--- src/rtl/cmd_decoder_defines.svh ---
// Constants for the command decoder
// Notes on behaviour
// - Command taken from strobes at rising edge
// - All strobes low: mode set command
// - Write strobe high only: periodic refresh
// - Close pattern, flag low: close one bank
// - Close pattern, flag high: close all banks
// - Row open on selected bank with row
// - Write burst at column; top bit reserved
// - Read burst at column in selected bank
// - Chop bit low four, high eight
// - Write with flag high closes row after
// - Read with flag high closes row after
// - Idle pattern starts no operation
// - Chip select high ignores all inputs except the clock gate
// - Gate falling with idle: low power entry
// - Gate rising with idle: low power exit
// - Calibration pattern flag high: long calibration
// - Calibration pattern flag low: short calibration
// - Bank, row, column widths set by defines
// - Reset is asynchronous and active low
// - Bank select picks one of four mode registers
// - Running burst never cut by later command
// - Idle never alters an operation in progress
`ifndef CMD_DECODER_DEFINES_SVH
`define CMD_DECODER_DEFINES_SVH
`define BANK_W 3
`define ADDR_W 16
`define ROW_W 16
`define COL_W 10
`define FLAG_BIT 10
`define CHOP_BIT 12
`define MODE_SEL_W 2
`define BURST_FULL 4'h8
`define BURST_CHOP 4'h4
`define BEAT_STEP 4'h2
`define BEAT_ZERO 4'h0
`define DEFAULT_FULL 1'b1
`define STROBES_MODE 3'h0
`define STROBES_REFRESH 3'h1
`define STROBES_CLOSE 3'h2
`define STROBES_OPEN 3'h3
`define STROBES_WRITE 3'h4
`define STROBES_READ 3'h5
`define STROBES_CAL 3'h6
`define STROBES_IDLE 3'h7
`endif

--- src/rtl/cmd_decoder_pkg.sv ---
// Types shared by the command decoder files
package cmd_decoder_pkg;
  typedef enum logic [4:0] {
    CMD_NONE = 5'h00,
    CMD_MODE_SET = 5'h01,
    CMD_REFRESH = 5'h02,
    CMD_SELF_ENTRY = 5'h03,
    CMD_SELF_EXIT = 5'h04,
    CMD_CLOSE_ONE = 5'h05,
    CMD_CLOSE_ALL = 5'h06,
    CMD_OPEN = 5'h07,
    CMD_WRITE = 5'h08,
    CMD_READ = 5'h09,
    CMD_IDLE = 5'h0A,
    CMD_UNSELECTED = 5'h0B,
    CMD_LP_ENTRY = 5'h0C,
    CMD_LP_EXIT = 5'h0D,
    CMD_CAL_LONG = 5'h0E,
    CMD_CAL_SHORT = 5'h0F,
    CMD_RESERVED = 5'h10
  } cmd_t;
  typedef enum logic [1:0] {
    BURST_IDLE = 2'b00,
    BURST_WRITE = 2'b01,
    BURST_READ = 2'b10
  } burst_state_t;
endpackage

--- src/rtl/burst_if.sv ---
// Burst start request and busy status between decoder and tracker
`timescale 1ns/10ps
interface burst_if;
  logic start;
  logic is_write;
  logic full;
  logic busy;
  logic done;
  modport decoder (output start, output is_write, output full, input busy, input done);
  modport tracker (input start, input is_write, input full, output busy, output done);
endinterface

--- src/rtl/burst_tracker.sv ---
// Tracks a running burst until its last beat
`timescale 1ns/10ps
`include "cmd_decoder_defines.svh"
module burst_tracker
  import cmd_decoder_pkg::*;
(
  // Clock and reset
  input wire logic clk,
  input wire logic rst_n,
  // Decoder side
  burst_if.tracker bif
);
  typedef struct packed {
    burst_state_t state;
    logic [3:0] beats;
    logic done;
  } track_t;
  track_t cur;
  track_t next_cur;

  always_comb
  begin
    next_cur = cur;
    next_cur.done = 1'b0;
    case (cur.state)
      BURST_IDLE:
      begin
        if (bif.start)
        begin
          next_cur.state = bif.is_write ? BURST_WRITE : BURST_READ;
          next_cur.beats = bif.full ? `BURST_FULL : `BURST_CHOP;
        end
      end
      BURST_WRITE, BURST_READ:
      begin
        if (cur.beats <= `BEAT_STEP)
        begin
          next_cur.state = BURST_IDLE;
          next_cur.beats = `BEAT_ZERO;
          next_cur.done = 1'b1;
        end
        else
        begin
          next_cur.beats = cur.beats - `BEAT_STEP;
        end
      end
      default:
      begin
        next_cur.state = BURST_IDLE;
      end
    endcase
  end

  always_ff @(posedge clk or negedge rst_n)
  begin
    if (!rst_n)
    begin
      cur <= '{state: BURST_IDLE, beats: `BEAT_ZERO, done: 1'b0};
    end
    else
    begin
      cur <= next_cur;
    end
  end

  assign bif.busy = (cur.state != BURST_IDLE);
  assign bif.done = cur.done;
endmodule // burst_tracker

--- src/rtl/sdram_command_decoder.sv ---
// Command decoder of the memory device
`timescale 1ns/10ps
`include "cmd_decoder_defines.svh"
module sdram_command_decoder
  import cmd_decoder_pkg::*;
(
  // Clock and reset
  input wire logic MCLK,
  input wire logic RSTN,
  // Command pins
  input wire logic CHIP_SELECT_N,
  input wire logic ROW_STROBE_N,
  input wire logic COLUMN_STROBE_N,
  input wire logic WRITE_STROBE_N,
  input wire logic CLOCK_GATE,
  input wire logic [`BANK_W-1:0] BANK_SELECT,
  input wire logic [`ADDR_W-1:0] ADDR,
  // Burst length fixed at full (eight beats) when low
  input wire logic PER_COMMAND_SELECT,
  // Decoded command
  output logic [4:0] CMD_CODE,
  output logic CMD_VALID,
  output logic [`BANK_W-1:0] CMD_BANK,
  output logic [`ROW_W-1:0] ROW_ADDR,
  output logic [`COL_W-1:0] COL_ADDR,
  output logic [`MODE_SEL_W-1:0] MODE_REG_SEL,
  output logic [`ADDR_W-1:0] MODE_OPCODE,
  output logic AUTO_CLOSE,
  output logic FULL_BURST,
  // Device status
  output logic BURST_BUSY,
  output logic BURST_DONE,
  output logic SELF_RECHARGE,
  output logic LOW_POWER,
  output logic OPEN_BANKS_ANY
);
  typedef struct packed {
    logic gate_prev;
    cmd_t cmd;
    logic valid;
    logic [`BANK_W-1:0] bank;
    logic [`ROW_W-1:0] row;
    logic [`COL_W-1:0] col;
    logic [`MODE_SEL_W-1:0] mode_sel;
    logic [`ADDR_W-1:0] opcode;
    logic auto_close;
    logic full;
    logic self_rech;
    logic low_power;
    logic [(1<<`BANK_W)-1:0] open_banks;
    logic close_pend;
    logic [`BANK_W-1:0] close_bank;
  } dec_t;
  dec_t cur;
  dec_t next_cur;
  cmd_t decoded;
  logic [3:0] strobes;
  logic gate_hold;
  logic idle_pins;
  logic [(1<<`BANK_W)-1:0] bank_bit;

  burst_if bif ();

  burst_tracker u_tracker (
    .clk(MCLK),
    .rst_n(RSTN),
    .bif(bif)
  );

  // Per bank decode of the selected bank
  genvar gi;
  generate
    for (gi = 0; gi < (1<<`BANK_W); gi++)
    begin : g_bank
      assign bank_bit[gi] = (BANK_SELECT == `BANK_W'(gi));
    end
  endgenerate

  assign strobes = {ROW_STROBE_N, COLUMN_STROBE_N, WRITE_STROBE_N, CHIP_SELECT_N};
  assign gate_hold = cur.gate_prev && CLOCK_GATE;
  assign idle_pins = strobes[0] || (strobes[3:1] == `STROBES_IDLE);

  always_comb
  begin
    decoded = CMD_RESERVED;
    if (cur.self_rech || cur.low_power)
    begin
      if (!cur.gate_prev && CLOCK_GATE && idle_pins)
        decoded = cur.self_rech ? CMD_SELF_EXIT : CMD_LP_EXIT;
      else
        decoded = CMD_NONE;
    end
    else if (gate_hold)
    begin
      if (CHIP_SELECT_N)
        decoded = CMD_UNSELECTED;
      else
      begin
        case (strobes[3:1])
          `STROBES_MODE: decoded = CMD_MODE_SET;
          `STROBES_REFRESH: decoded = CMD_REFRESH;
          `STROBES_CLOSE: decoded = ADDR[`FLAG_BIT] ? CMD_CLOSE_ALL : CMD_CLOSE_ONE;
          `STROBES_OPEN: decoded = CMD_OPEN;
          `STROBES_WRITE: decoded = CMD_WRITE;
          `STROBES_READ: decoded = CMD_READ;
          `STROBES_CAL: decoded = ADDR[`FLAG_BIT] ? CMD_CAL_LONG : CMD_CAL_SHORT;
          `STROBES_IDLE: decoded = CMD_IDLE;
          default: decoded = CMD_RESERVED;
        endcase
      end
    end
    else if (cur.gate_prev && !CLOCK_GATE)
    begin
      if (!CHIP_SELECT_N && strobes[3:1] == `STROBES_REFRESH)
        decoded = CMD_SELF_ENTRY;
      else if (idle_pins)
        decoded = CMD_LP_ENTRY;
    end
  end

  always_comb
  begin
    next_cur = cur;
    next_cur.gate_prev = CLOCK_GATE;
    next_cur.cmd = decoded;
    next_cur.valid = (decoded != CMD_NONE) && (decoded != CMD_RESERVED)
      && (decoded != CMD_IDLE) && (decoded != CMD_UNSELECTED);
    if (bif.done && cur.close_pend)
    begin
      next_cur.open_banks[cur.close_bank] = 1'b0;
      next_cur.close_pend = 1'b0;
    end
    case (decoded)
      CMD_MODE_SET:
      begin
        next_cur.mode_sel = BANK_SELECT[`MODE_SEL_W-1:0];
        next_cur.opcode = ADDR;
      end
      CMD_SELF_ENTRY: next_cur.self_rech = 1'b1;
      CMD_SELF_EXIT: next_cur.self_rech = 1'b0;
      CMD_LP_ENTRY: next_cur.low_power = 1'b1;
      CMD_LP_EXIT: next_cur.low_power = 1'b0;
      CMD_CLOSE_ONE: next_cur.open_banks = next_cur.open_banks & ~bank_bit;
      CMD_CLOSE_ALL: next_cur.open_banks = '0;
      CMD_OPEN:
      begin
        next_cur.bank = BANK_SELECT;
        next_cur.row = ADDR[`ROW_W-1:0];
        next_cur.open_banks = next_cur.open_banks | bank_bit;
      end
      CMD_WRITE, CMD_READ:
      begin
        if (!bif.busy)
        begin
          next_cur.bank = BANK_SELECT;
          next_cur.col = ADDR[`COL_W-1:0];
          next_cur.auto_close = ADDR[`FLAG_BIT];
          next_cur.full = PER_COMMAND_SELECT ? ADDR[`CHOP_BIT] : `DEFAULT_FULL;
          next_cur.close_pend = ADDR[`FLAG_BIT];
          next_cur.close_bank = BANK_SELECT;
        end
        else
        begin
          next_cur.valid = 1'b0;
        end
      end
      default:
      begin
        next_cur.valid = next_cur.valid;
      end
    endcase
  end

  assign bif.start = (decoded == CMD_WRITE || decoded == CMD_READ) && !bif.busy;
  assign bif.is_write = (decoded == CMD_WRITE);
  assign bif.full = PER_COMMAND_SELECT ? ADDR[`CHOP_BIT] : `DEFAULT_FULL;

  always_ff @(posedge MCLK or negedge RSTN)
  begin
    if (!RSTN)
      cur <= '{cmd: CMD_NONE, default: '0};
    else
      cur <= next_cur;
  end

  assign CMD_CODE = cur.cmd;
  assign CMD_VALID = cur.valid;
  assign CMD_BANK = cur.bank;
  assign ROW_ADDR = cur.row;
  assign COL_ADDR = cur.col;
  assign MODE_REG_SEL = cur.mode_sel;
  assign MODE_OPCODE = cur.opcode;
  assign AUTO_CLOSE = cur.auto_close;
  assign FULL_BURST = cur.full;
  assign BURST_BUSY = bif.busy;
  assign BURST_DONE = bif.done;
  assign SELF_RECHARGE = cur.self_rech;
  assign LOW_POWER = cur.low_power;
  assign OPEN_BANKS_ANY = |cur.open_banks;
endmodule // sdram_command_decoder

--- config.mk ---
export PLATFORM = sky130hd
export DESIGN_NAME = sdram_command_decoder
export DESIGN_NICKNAME = d
export VERILOG_FILES = /design/src/rtl/cmd_decoder_pkg.sv /design/src/rtl/burst_if.sv /design/src/rtl/burst_tracker.sv /design/src/rtl/sdram_command_decoder.sv
export VERILOG_INCLUDE_DIRS = /design/src /design/src/rtl
export SDC_FILE = /design/constraint.sdc
export NUM_CORES = 1
export LEC_CHECK = 0
export BUFFER_PORTS_ARGS = -buffer_cell sky130_fd_sc_hd__buf_2
export CAP_MARGIN = 20
export CORE_ASPECT_RATIO = 2
export CORE_MARGIN = 2
export CORE_UTILIZATION = 51
export CTS_BUF_LIST = sky130_fd_sc_hd__clkbuf_2
export DETAILED_ROUTE_END_ITERATION = 10
export PLACE_DENSITY = 0.79
export SYNTH_ARGS = -nofsm -noshare
export SYNTH_HDL_FRONTEND = slang
export SYNTH_HIERARCHICAL = 1
export SYNTH_SLANG_ARGS = --single-unit
--- constraint.sdc ---
create_clock -name MCLK -period 2.7 [get_ports MCLK]
set_input_delay 0.54 -clock MCLK [delete_from_list [all_inputs] [get_ports MCLK]]
set_output_delay 0.54 -clock MCLK [all_outputs]
set_load 0.01 [all_outputs]
==> flow_metrics.env, run 1 <==
export IMPL_status="completed"
export IMPL_synth_warnings=6
export IMPL_power_uw=3700
export IMPL_wire_per_inst_um=16.6
export IMPL_detail_route_antenna_nets=0
export IMPL_final_min_period_over_clock_period_pct=92.3
export IMPL_maxSlewViolCount=0
export IMPL_gp_congestion=0.941
export IMPL_cp_data_arrival_time_ps=2900
export IMPL_detailedPlace_worstSlack_ps=-55.1
export IMPL_hold_violations=0
export IMPL_grt_util_all_layers_pct=20.4
export IMPL_multi_input_gate_area_in_the_final_layout_um2=1590
export IMPL_layout_nets=423
export IMPL_p_leak_uw=0.00218
export IMPL_startpoint_type="flip-flop"
export IMPL_clock_skew_ps=17.4
export IMPL_postSynthNetCount=371
export IMPL_timing_worst_slew_pin_value_ps=550
export IMPL_routed_wl_met2_mm=4.44
export IMPL_final_core_util_pct=58.4
export IMPL_initial_cell_density_of_the_core_pct=52.5
export IMPL_synth_top_cells_by_count="76 x dfrtp_1, 53 x buf_4, 50 x mux2_2"
export IMPL_num_fill_cells=660
export IMPL_met3_length_um=362
export IMPL_worst_ep_required_time_ps=3110
export IMPL_rsz0062_at_grt="false"
export IMPL_max_frequency_ghz=0.401
export IMPL_drv_cap=0
export IMPL_critPathCaptureType="flip-flop"
export IMPL_detailedPlacementHpwl_mm=6.04
export IMPL_first_pass_grt_wire_length_mm=13.2
export IMPL_clk_latency_ps=510
export IMPL_core_area_um2=7540
export IMPL_criticalPathCategory="flip-flop to flip-flop"
export IMPL_cts_tree="done"
export IMPL_dr_total_vias=2658
export IMPL_post_route_min_period_ps=2490
export IMPL_layout_drive_gt1_share_pct=49.7
export IMPL_max_slew_margin_pct=62.4
export IMPL_grt_antenna_before_repair=1
export IMPL_register_area_um2=1900
export IMPL_ios=87
export IMPL_fp_dieW_um=66.3
export IMPL_ctsLongestPathBuffers=2
export IMPL_edff_count_synth=0
export IMPL_post_synthesis_instance_area_um2=3960
export IMPL_power_density_nw_per_um2=840
export IMPL_netlist_cell_type_count=50
export IMPL_row_count=45
export IMPL_first_global_vias=2767
export IMPL_globalRoute_totalOverflow=0
export IMPL_top_layer="met4"
export IMPL_holdCritPathClass="input port to flip-flop"
export IMPL_port_buffer_count=86
export IMPL_synthFlopType="dfrtp_1"
export IMPL_clk_transition_reported_paths_ps=200
export IMPL_postSynthRegisterBits=76
export IMPL_via_per_inst=5.39
export IMPL_area_growth_synth_to_final_pct=11.2
export IMPL_largest_net_degree_at_the_start_of_global_routing=43
export IMPL_clock_tree_htree_level_count=3
export IMPL_cts_post_setup_buffers_inserted=0
export IMPL_largest_fanout_on_the_critical_path=18
export IMPL_drt_pass1_iter_count=4
export IMPL_register_area_share_after_synthesis_pct=48.0
export IMPL_y_dimension_of_the_die_um=129
export IMPL_async_reset_ff_share_pct=100
export IMPL_detailedRoute_firstIterationViolations=131
export IMPL_postSynthAreaPerCell_um2=11.6
export IMPL_design_die_area_um2=8530
export IMPL_cts_inserted_buffers=9
export IMPL_clk_root_buffer_cell="clkbuf_2"
export IMPL_drc=0
export IMPL_met1_length_mm=3.08
export IMPL_finalWirelength_mm=8.17
export IMPL_vdd_ir_drop_max_uv=378
export IMPL_post_synth_top_area_cell="dfrtp_1"
export IMPL_yosysTopAreaCellShare_pct=48.0
export IMPL_finalSetupViolCount=0
export IMPL_layout_setup_ws_ps=207
export IMPL_synthMostInstantiatedCell="dfrtp_1"
export IMPL_post_synth_inst_count=341
export IMPL_synth_top_cells_by_area="dfrtp_1 48%, mux2_2 14%, buf_4 10%"
export IMPL_clock_sinks=76
## power breakdown
part | switching (µW) | leakage (µW) | internal, µW
Combinational | 652 | 0.00117 | 703
Clock | 390 | 0.0000718 | 210
Sequential | 232 | 0.000942 | 1510
Total | 1270 | 0.00218 | 2430
## through the flow
stage                     hold WS [ps]  cell area [µm²]  setup TNS, ps  instances
after global placement             484             4280           -590        475
after global routing               146             4410              0        493
after CTS                          162             4400              0        492
final                              218             4410              0        493
after detailed placement           489             4280           -737        475
after floorplan                    244             4030           -613        341
## sequential cells by signal, summed over array words and instances (netlist names)
name,flops
AUTO_CLOSE,1
MODE_OPCODE,16
MODE_REG_SEL,2
SELF_RECHARGE,1
cur,13
COL_ADDR,10
LOW_POWER,1
FULL_BURST,1
CMD_BANK,3
ROW_ADDR,16
u_tracker/cur,5
u_tracker/bif.done,1
CMD_CODE,5
CMD_VALID,1
## path summary, 6_finish.rpt
path / from / to / slack [ps] / depth (start not counted)
setup / recovery: cur[69] / MODE_OPCODE[12] / 210 / 7
hold / removal: CLOCK_GATE / cur[69] / 220 / 1
setup reg to reg: cur[69] / MODE_OPCODE[12] / 210 / 7
hold reg to reg: ROW_ADDR[1] / ROW_ADDR[1] / 530 / 1
max in group asynchronous: RSTN / MODE_OPCODE[10] / 1530 / 3
min in group asynchronous: RSTN / LOW_POWER / 520 / 2
## final cells by class
class | instances | area share (%)
clock buffers | 9 | 1.02
flip-flops and latches | 76 | 43.2
multi-input cells | 185 | 36.0
repair buffers | 108 | 14.5
inverters | 13 | 1.11
well taps | 94 | 2.67
clock inverters | 7 | 1.51
diodes | 1 | 0.0568
## placed cells by master, fill, tap and decap left out, types with 9 or more instances in the layout
master / instances
o21ai_0: 17
buf_4: 19
nor2_1: 13
clkbuf_2: 9
mux2_4: 13
inv_1: 13
mux2_2: 48
nand2_1: 11
buf_2: 85
dfrtp_1: 76
## logic make-up (layout without fill, tap and decap cells)
family	count (synthesis)	in the layout	share of synthesized area, %
buffers and inverters	80	137	13.1
DFF	76	76	48.0
and+or+nand+nor	72	72	10.9
muxes	61	61	18.4
AOI/OAI and AO/OA	47	47	8.12
adders and majority gates	3	3	0.948
xor gates and xnor gates	2	2	0.442
other	0	1	0
## per-layer routing
metal / GRT usage (%) / vias up
met5: 0 / -
met4: 10.8 / 0
met3: 4.55 / 21
met2: 35.5 / 78
met1: 22.5 / 1304
li1: - / 1255
## repair_timing
action	4_1_cts	5_1_grt
setup endpoints to repair	0	3
resized for setup	0	2
hold buffers	1	0
hold endpoints to repair	40	0
## critical path, stage by stage (launching register included)
cell and delay, ps:
dfrtp_1 540, and4b_1 230, a211oi_1 330, o32a_1 260
o21ai_0 240, nor3_4 250, buf_12 200, mux2_2 340
No activity file was read; power rests on OpenSTA's default activity.
==> inputs of run 2 (changes only) <==
--- a/config.mk
+++ b/config.mk
@@ -6,6 +6,7 @@
 export SDC_FILE = /design/constraint.sdc
 export NUM_CORES = 1
 export LEC_CHECK = 0
+export ABC_AREA = 1
 export BUFFER_PORTS_ARGS = -buffer_cell sky130_fd_sc_hd__buf_2
 export CAP_MARGIN = 20
 export CORE_ASPECT_RATIO = 2
@@ -13,7 +14,7 @@
 export CORE_UTILIZATION = 51
 export CTS_BUF_LIST = sky130_fd_sc_hd__clkbuf_2
 export DETAILED_ROUTE_END_ITERATION = 10
-export PLACE_DENSITY = 0.79
+export PLACE_DENSITY = 0.78
 export SYNTH_ARGS = -nofsm -noshare
 export SYNTH_HDL_FRONTEND = slang
 export SYNTH_HIERARCHICAL = 1
==> run 2 against run 1 <==
  * Via count is 18% higher
  * First-iteration DRC count is 71% higher
  * Final cell count rose by 25%
  * Register-to-register slack better by 420 ps
  * Clock skew rose by 8.5 ps
  * Power up 12%
  * Sequential share of layout area is 0.51 points higher
  * Maximum frequency grew 4.2%
  * Setup slack improved by 100 ps
  * Synthesized cell count increased by 41%
  * Critical endpoint is now OPEN_BANKS_ANY
  * Largest power group unchanged
  * Highest routed layer unchanged
==> flow_metrics.env, run 2 <==
export IMPL_post_synth_inst_count=480
export IMPL_critPathBufInv=1
export IMPL_grt_antenna_before_repair=1
export IMPL_post_route_min_period_ps=2390
export IMPL_via_per_inst=5.06
export IMPL_largest_net_degree_at_the_start_of_global_routing=77
export IMPL_num_fill_cells=722
export IMPL_max_frequency_ghz=0.418
export IMPL_internal_power_uw=2530
export IMPL_layout_cells_most_common_list="103 x nand2_1, 85 x buf_2, 76 x dfrtp_1"
export IMPL_synth_top_cells_by_count="103 x nand2_1, 76 x dfrtp_1, 57 x buf_4, 57 x inv_1, 38 x o21ai_1"
export IMPL_cts_post_setup_buffers_inserted=0
export IMPL_clock_tree_htree_level_count=3
export IMPL_criticalPathCategory="flip-flop to primary output"
export IMPL_yosysTopAreaCellShare_pct=46.5
export IMPL_wire_per_inst_um=14.0
export IMPL_worst_ep_required_time_ps=2160
export IMPL_postCtsHoldBufs=0
export IMPL_dominant_combinational_cell_family_by_area_after_synthesis="simple AND/OR/NAND/NOR gates"
export IMPL_p_seq_share_pct=41.9
export IMPL_postCtsResizedCells=0
export IMPL_clk_latency_ps=540
export IMPL_timing_worst_slew_pin_value_ps=940
export IMPL_drc=0
export IMPL_first_pass_grt_wire_length_mm=13.9
export IMPL_dr_total_vias=3124
export IMPL_crit_path_top_delay_cell="nor4_1"
export IMPL_edff_count_synth=0
export IMPL_core_area_um2=7890
export IMPL_grt_util_all_layers_pct=21.2
export IMPL_cp_cell_sequence="nor4_1 -> nand2_1 -> buf_2"
export IMPL_finalWirelength_mm=8.65
export IMPL_postSynthNetCount=510
export IMPL_startpoint_type="flip-flop"
export IMPL_globalRoute_totalOverflow=0
export IMPL_initial_cell_density_of_the_core_pct=51.9
export IMPL_detailedRoute_firstIterationViolations=224
export IMPL_switching_share_pct=39.0
export IMPL_holdCritPathClass="input port to async pin"
export IMPL_post_synth_and_or_nand_nor_area_fraction_pct=23.8
export IMPL_vdd_ir_drop_max_uv=504
export IMPL_register_area_share_after_synthesis_pct=46.5
export IMPL_rsz0062_at_grt="false"
export IMPL_power_density_nw_per_um2=955
export IMPL_slowest_delay_ps=540
export IMPL_finalSetupViolCount=0
export IMPL_layout_cells_most_common="nand2_1"
export IMPL_clock_power_share_pct=19.7
export IMPL_postSynthRegisterBits=76
export IMPL_detailedPlacementHpwl_mm=6.38
export IMPL_hold_worst_slack_ps=92.3
export IMPL_clock_sinks=76
export IMPL_post_synthesis_instance_area_um2=4090
export IMPL_switching_power_uw=1620
export IMPL_cts_tree="done"
export IMPL_synth_warnings=6
export IMPL_adder_cell_fraction_of_synth_area_pct=0.917
export IMPL_post_synth_xor_area_fraction_pct=0
export IMPL_combPwrFrac_pct=38.4
export IMPL_final_min_period_over_clock_period_pct=88.6
export IMPL_row_count=46
export IMPL_path_delay_family="simple AND/OR/NAND/NOR gates"
export IMPL_netlist_cell_type_count=31
export IMPL_critPathCaptureType="primary output"
export IMPL_port_buffer_count=86
export IMPL_synth_top_cells_by_area="dfrtp_1 46%, buf_4 10%, nand2_1 9.4%"
export IMPL_first_global_vias=3100
export IMPL_clk_transition_reported_paths_ps=220
export IMPL_fp_dieW_um=67.3
export IMPL_y_dimension_of_the_die_um=131
export IMPL_clock_skew_ps=25.9
export IMPL_drt_pass1_iter_count=4
export IMPL_ios=87
export IMPL_ctsLongestPathBuffers=2
export IMPL_synth_compound_area_share_pct=11.1
export IMPL_fin_tns_setup_ps=0
export IMPL_cp_data_arrival_time_ps=1850
export IMPL_synthFlopType="dfrtp_1"
export IMPL_status="completed"
export IMPL_p_leak_uw=0.00244
export IMPL_design_die_area_um2=8800
export IMPL_synthMostInstantiatedCell="nand2_1"
export IMPL_largest_fanout_on_the_critical_path=2
export IMPL_cts_inserted_buffers=9
export IMPL_layout_drive_gt1_share_pct=29.2
export IMPL_async_reset_ff_share_pct=100
export IMPL_hold_violations=0
export IMPL_area_growth_synth_to_final_pct=6.39
export IMPL_maxSlewViolCount=0
export IMPL_drv_cap=0
export IMPL_gp_congestion=0.861
export IMPL_postSynthAreaPerCell_um2=8.53
export IMPL_max_slew_margin_pct=37.4
export IMPL_detail_route_antenna_nets=0
export IMPL_layout_nets=545
export IMPL_yosys_mux_area_fraction_pct=0
export IMPL_post_synth_top_area_cell="dfrtp_1"
export IMPL_clk_root_buffer_cell="clkbuf_2"
## run 2: per-layer routing
metal	global-route usage, %	wire [µm]	vias to the layer above	part of all wire, %
li1	-	-	1558	-
met1	21.1	3180	1470	37
met2	40.0	4940	81	57
met3	4.79	333	15	3.8
met4	9.36	196	0	2.3
met5	0	0	-	0
## run 2: cell type report
cell class / count / area, µm² / share of cell area, %
Timing Repair Buffer: 90 / 475 / 10.9
Multi-Input combinational cell: 278 / 1470 / 33.7
Tap cell: 96 / 120 / 2.76
Clock buffer: 10 / 50.0 / 1.15
Inverter: 60 / 225 / 5.17
Clock inverter: 6 / 111 / 2.56
Antenna cell: 1 / 2.50 / 0.0575
Sequential cell: 76 / 1900 / 43.7
## run 2: stage by stage
stage / area (µm²) / total power [µW] / utilization (%) / setup slack, ps / std cells
after CTS: 4350 / 4200 / 55.2 / 326 / 616
after floorplan: 4090 / 3170 / - / 796 / 480
final: 4350 / 4160 / 55.2 / 307 / 617
after detailed placement: 4190 / 3380 / 53.1 / 352 / 600
after global routing: 4350 / 4480 / 55.2 / 332 / 617
after global placement: 4190 / 3330 / 53.1 / 442 / 600
## run 2: worst paths after layout
kind                               start        endpoint  slack [ps]  depth (start not counted)
max                               cur[5]  OPEN_BANKS_ANY         310                          3
min                                 RSTN     COL_ADDR[1]          90                          1
max reg2reg                SELF_RECHARGE     CMD_BANK[0]         630                         10
min reg2reg                  COL_ADDR[4]     COL_ADDR[4]         510                          2
max in group asynchronous           RSTN     CMD_BANK[2]        1970                          1
min in group MCLK             CLOCK_GATE         cur[69]         140                          1
## run 2: logic make-up (layout without fill, tap and decap cells)
group	Yosys count	count (layout)
AO/OA/AOI/OAI	74	74
flip-flops	76	76
adder cells (fa/ha/maj)	3	3
buffers and inverters	126	166
AND/OR/NAND/NOR	201	201
other	0	1
## run 2: worst reg2reg max path: stages (launching register included)
cell,delay [ps]
dfrtp_1,410
inv_1,80
nand2_1,130
inv_1,140
nand2_1,140
nand2_4,100
nor2_8,290
nand3_4,340
nand2_1,250
nand2_1,70
nand2_1,60
## run 2: power groups by stage
| stage | combinational, µW | sequential (µW) | clock (µW) |
|---|---|---|---|
| final | 1600 | 1740 | 818 |
| after detailed placement | 1610 | 1760 | 0 |
| after global routing | 1810 | 1780 | 884 |
| after CTS | 1620 | 1740 | 834 |
| after floorplan | 1440 | 1730 | 0 |
| after global placement | 1570 | 1760 | 0 |
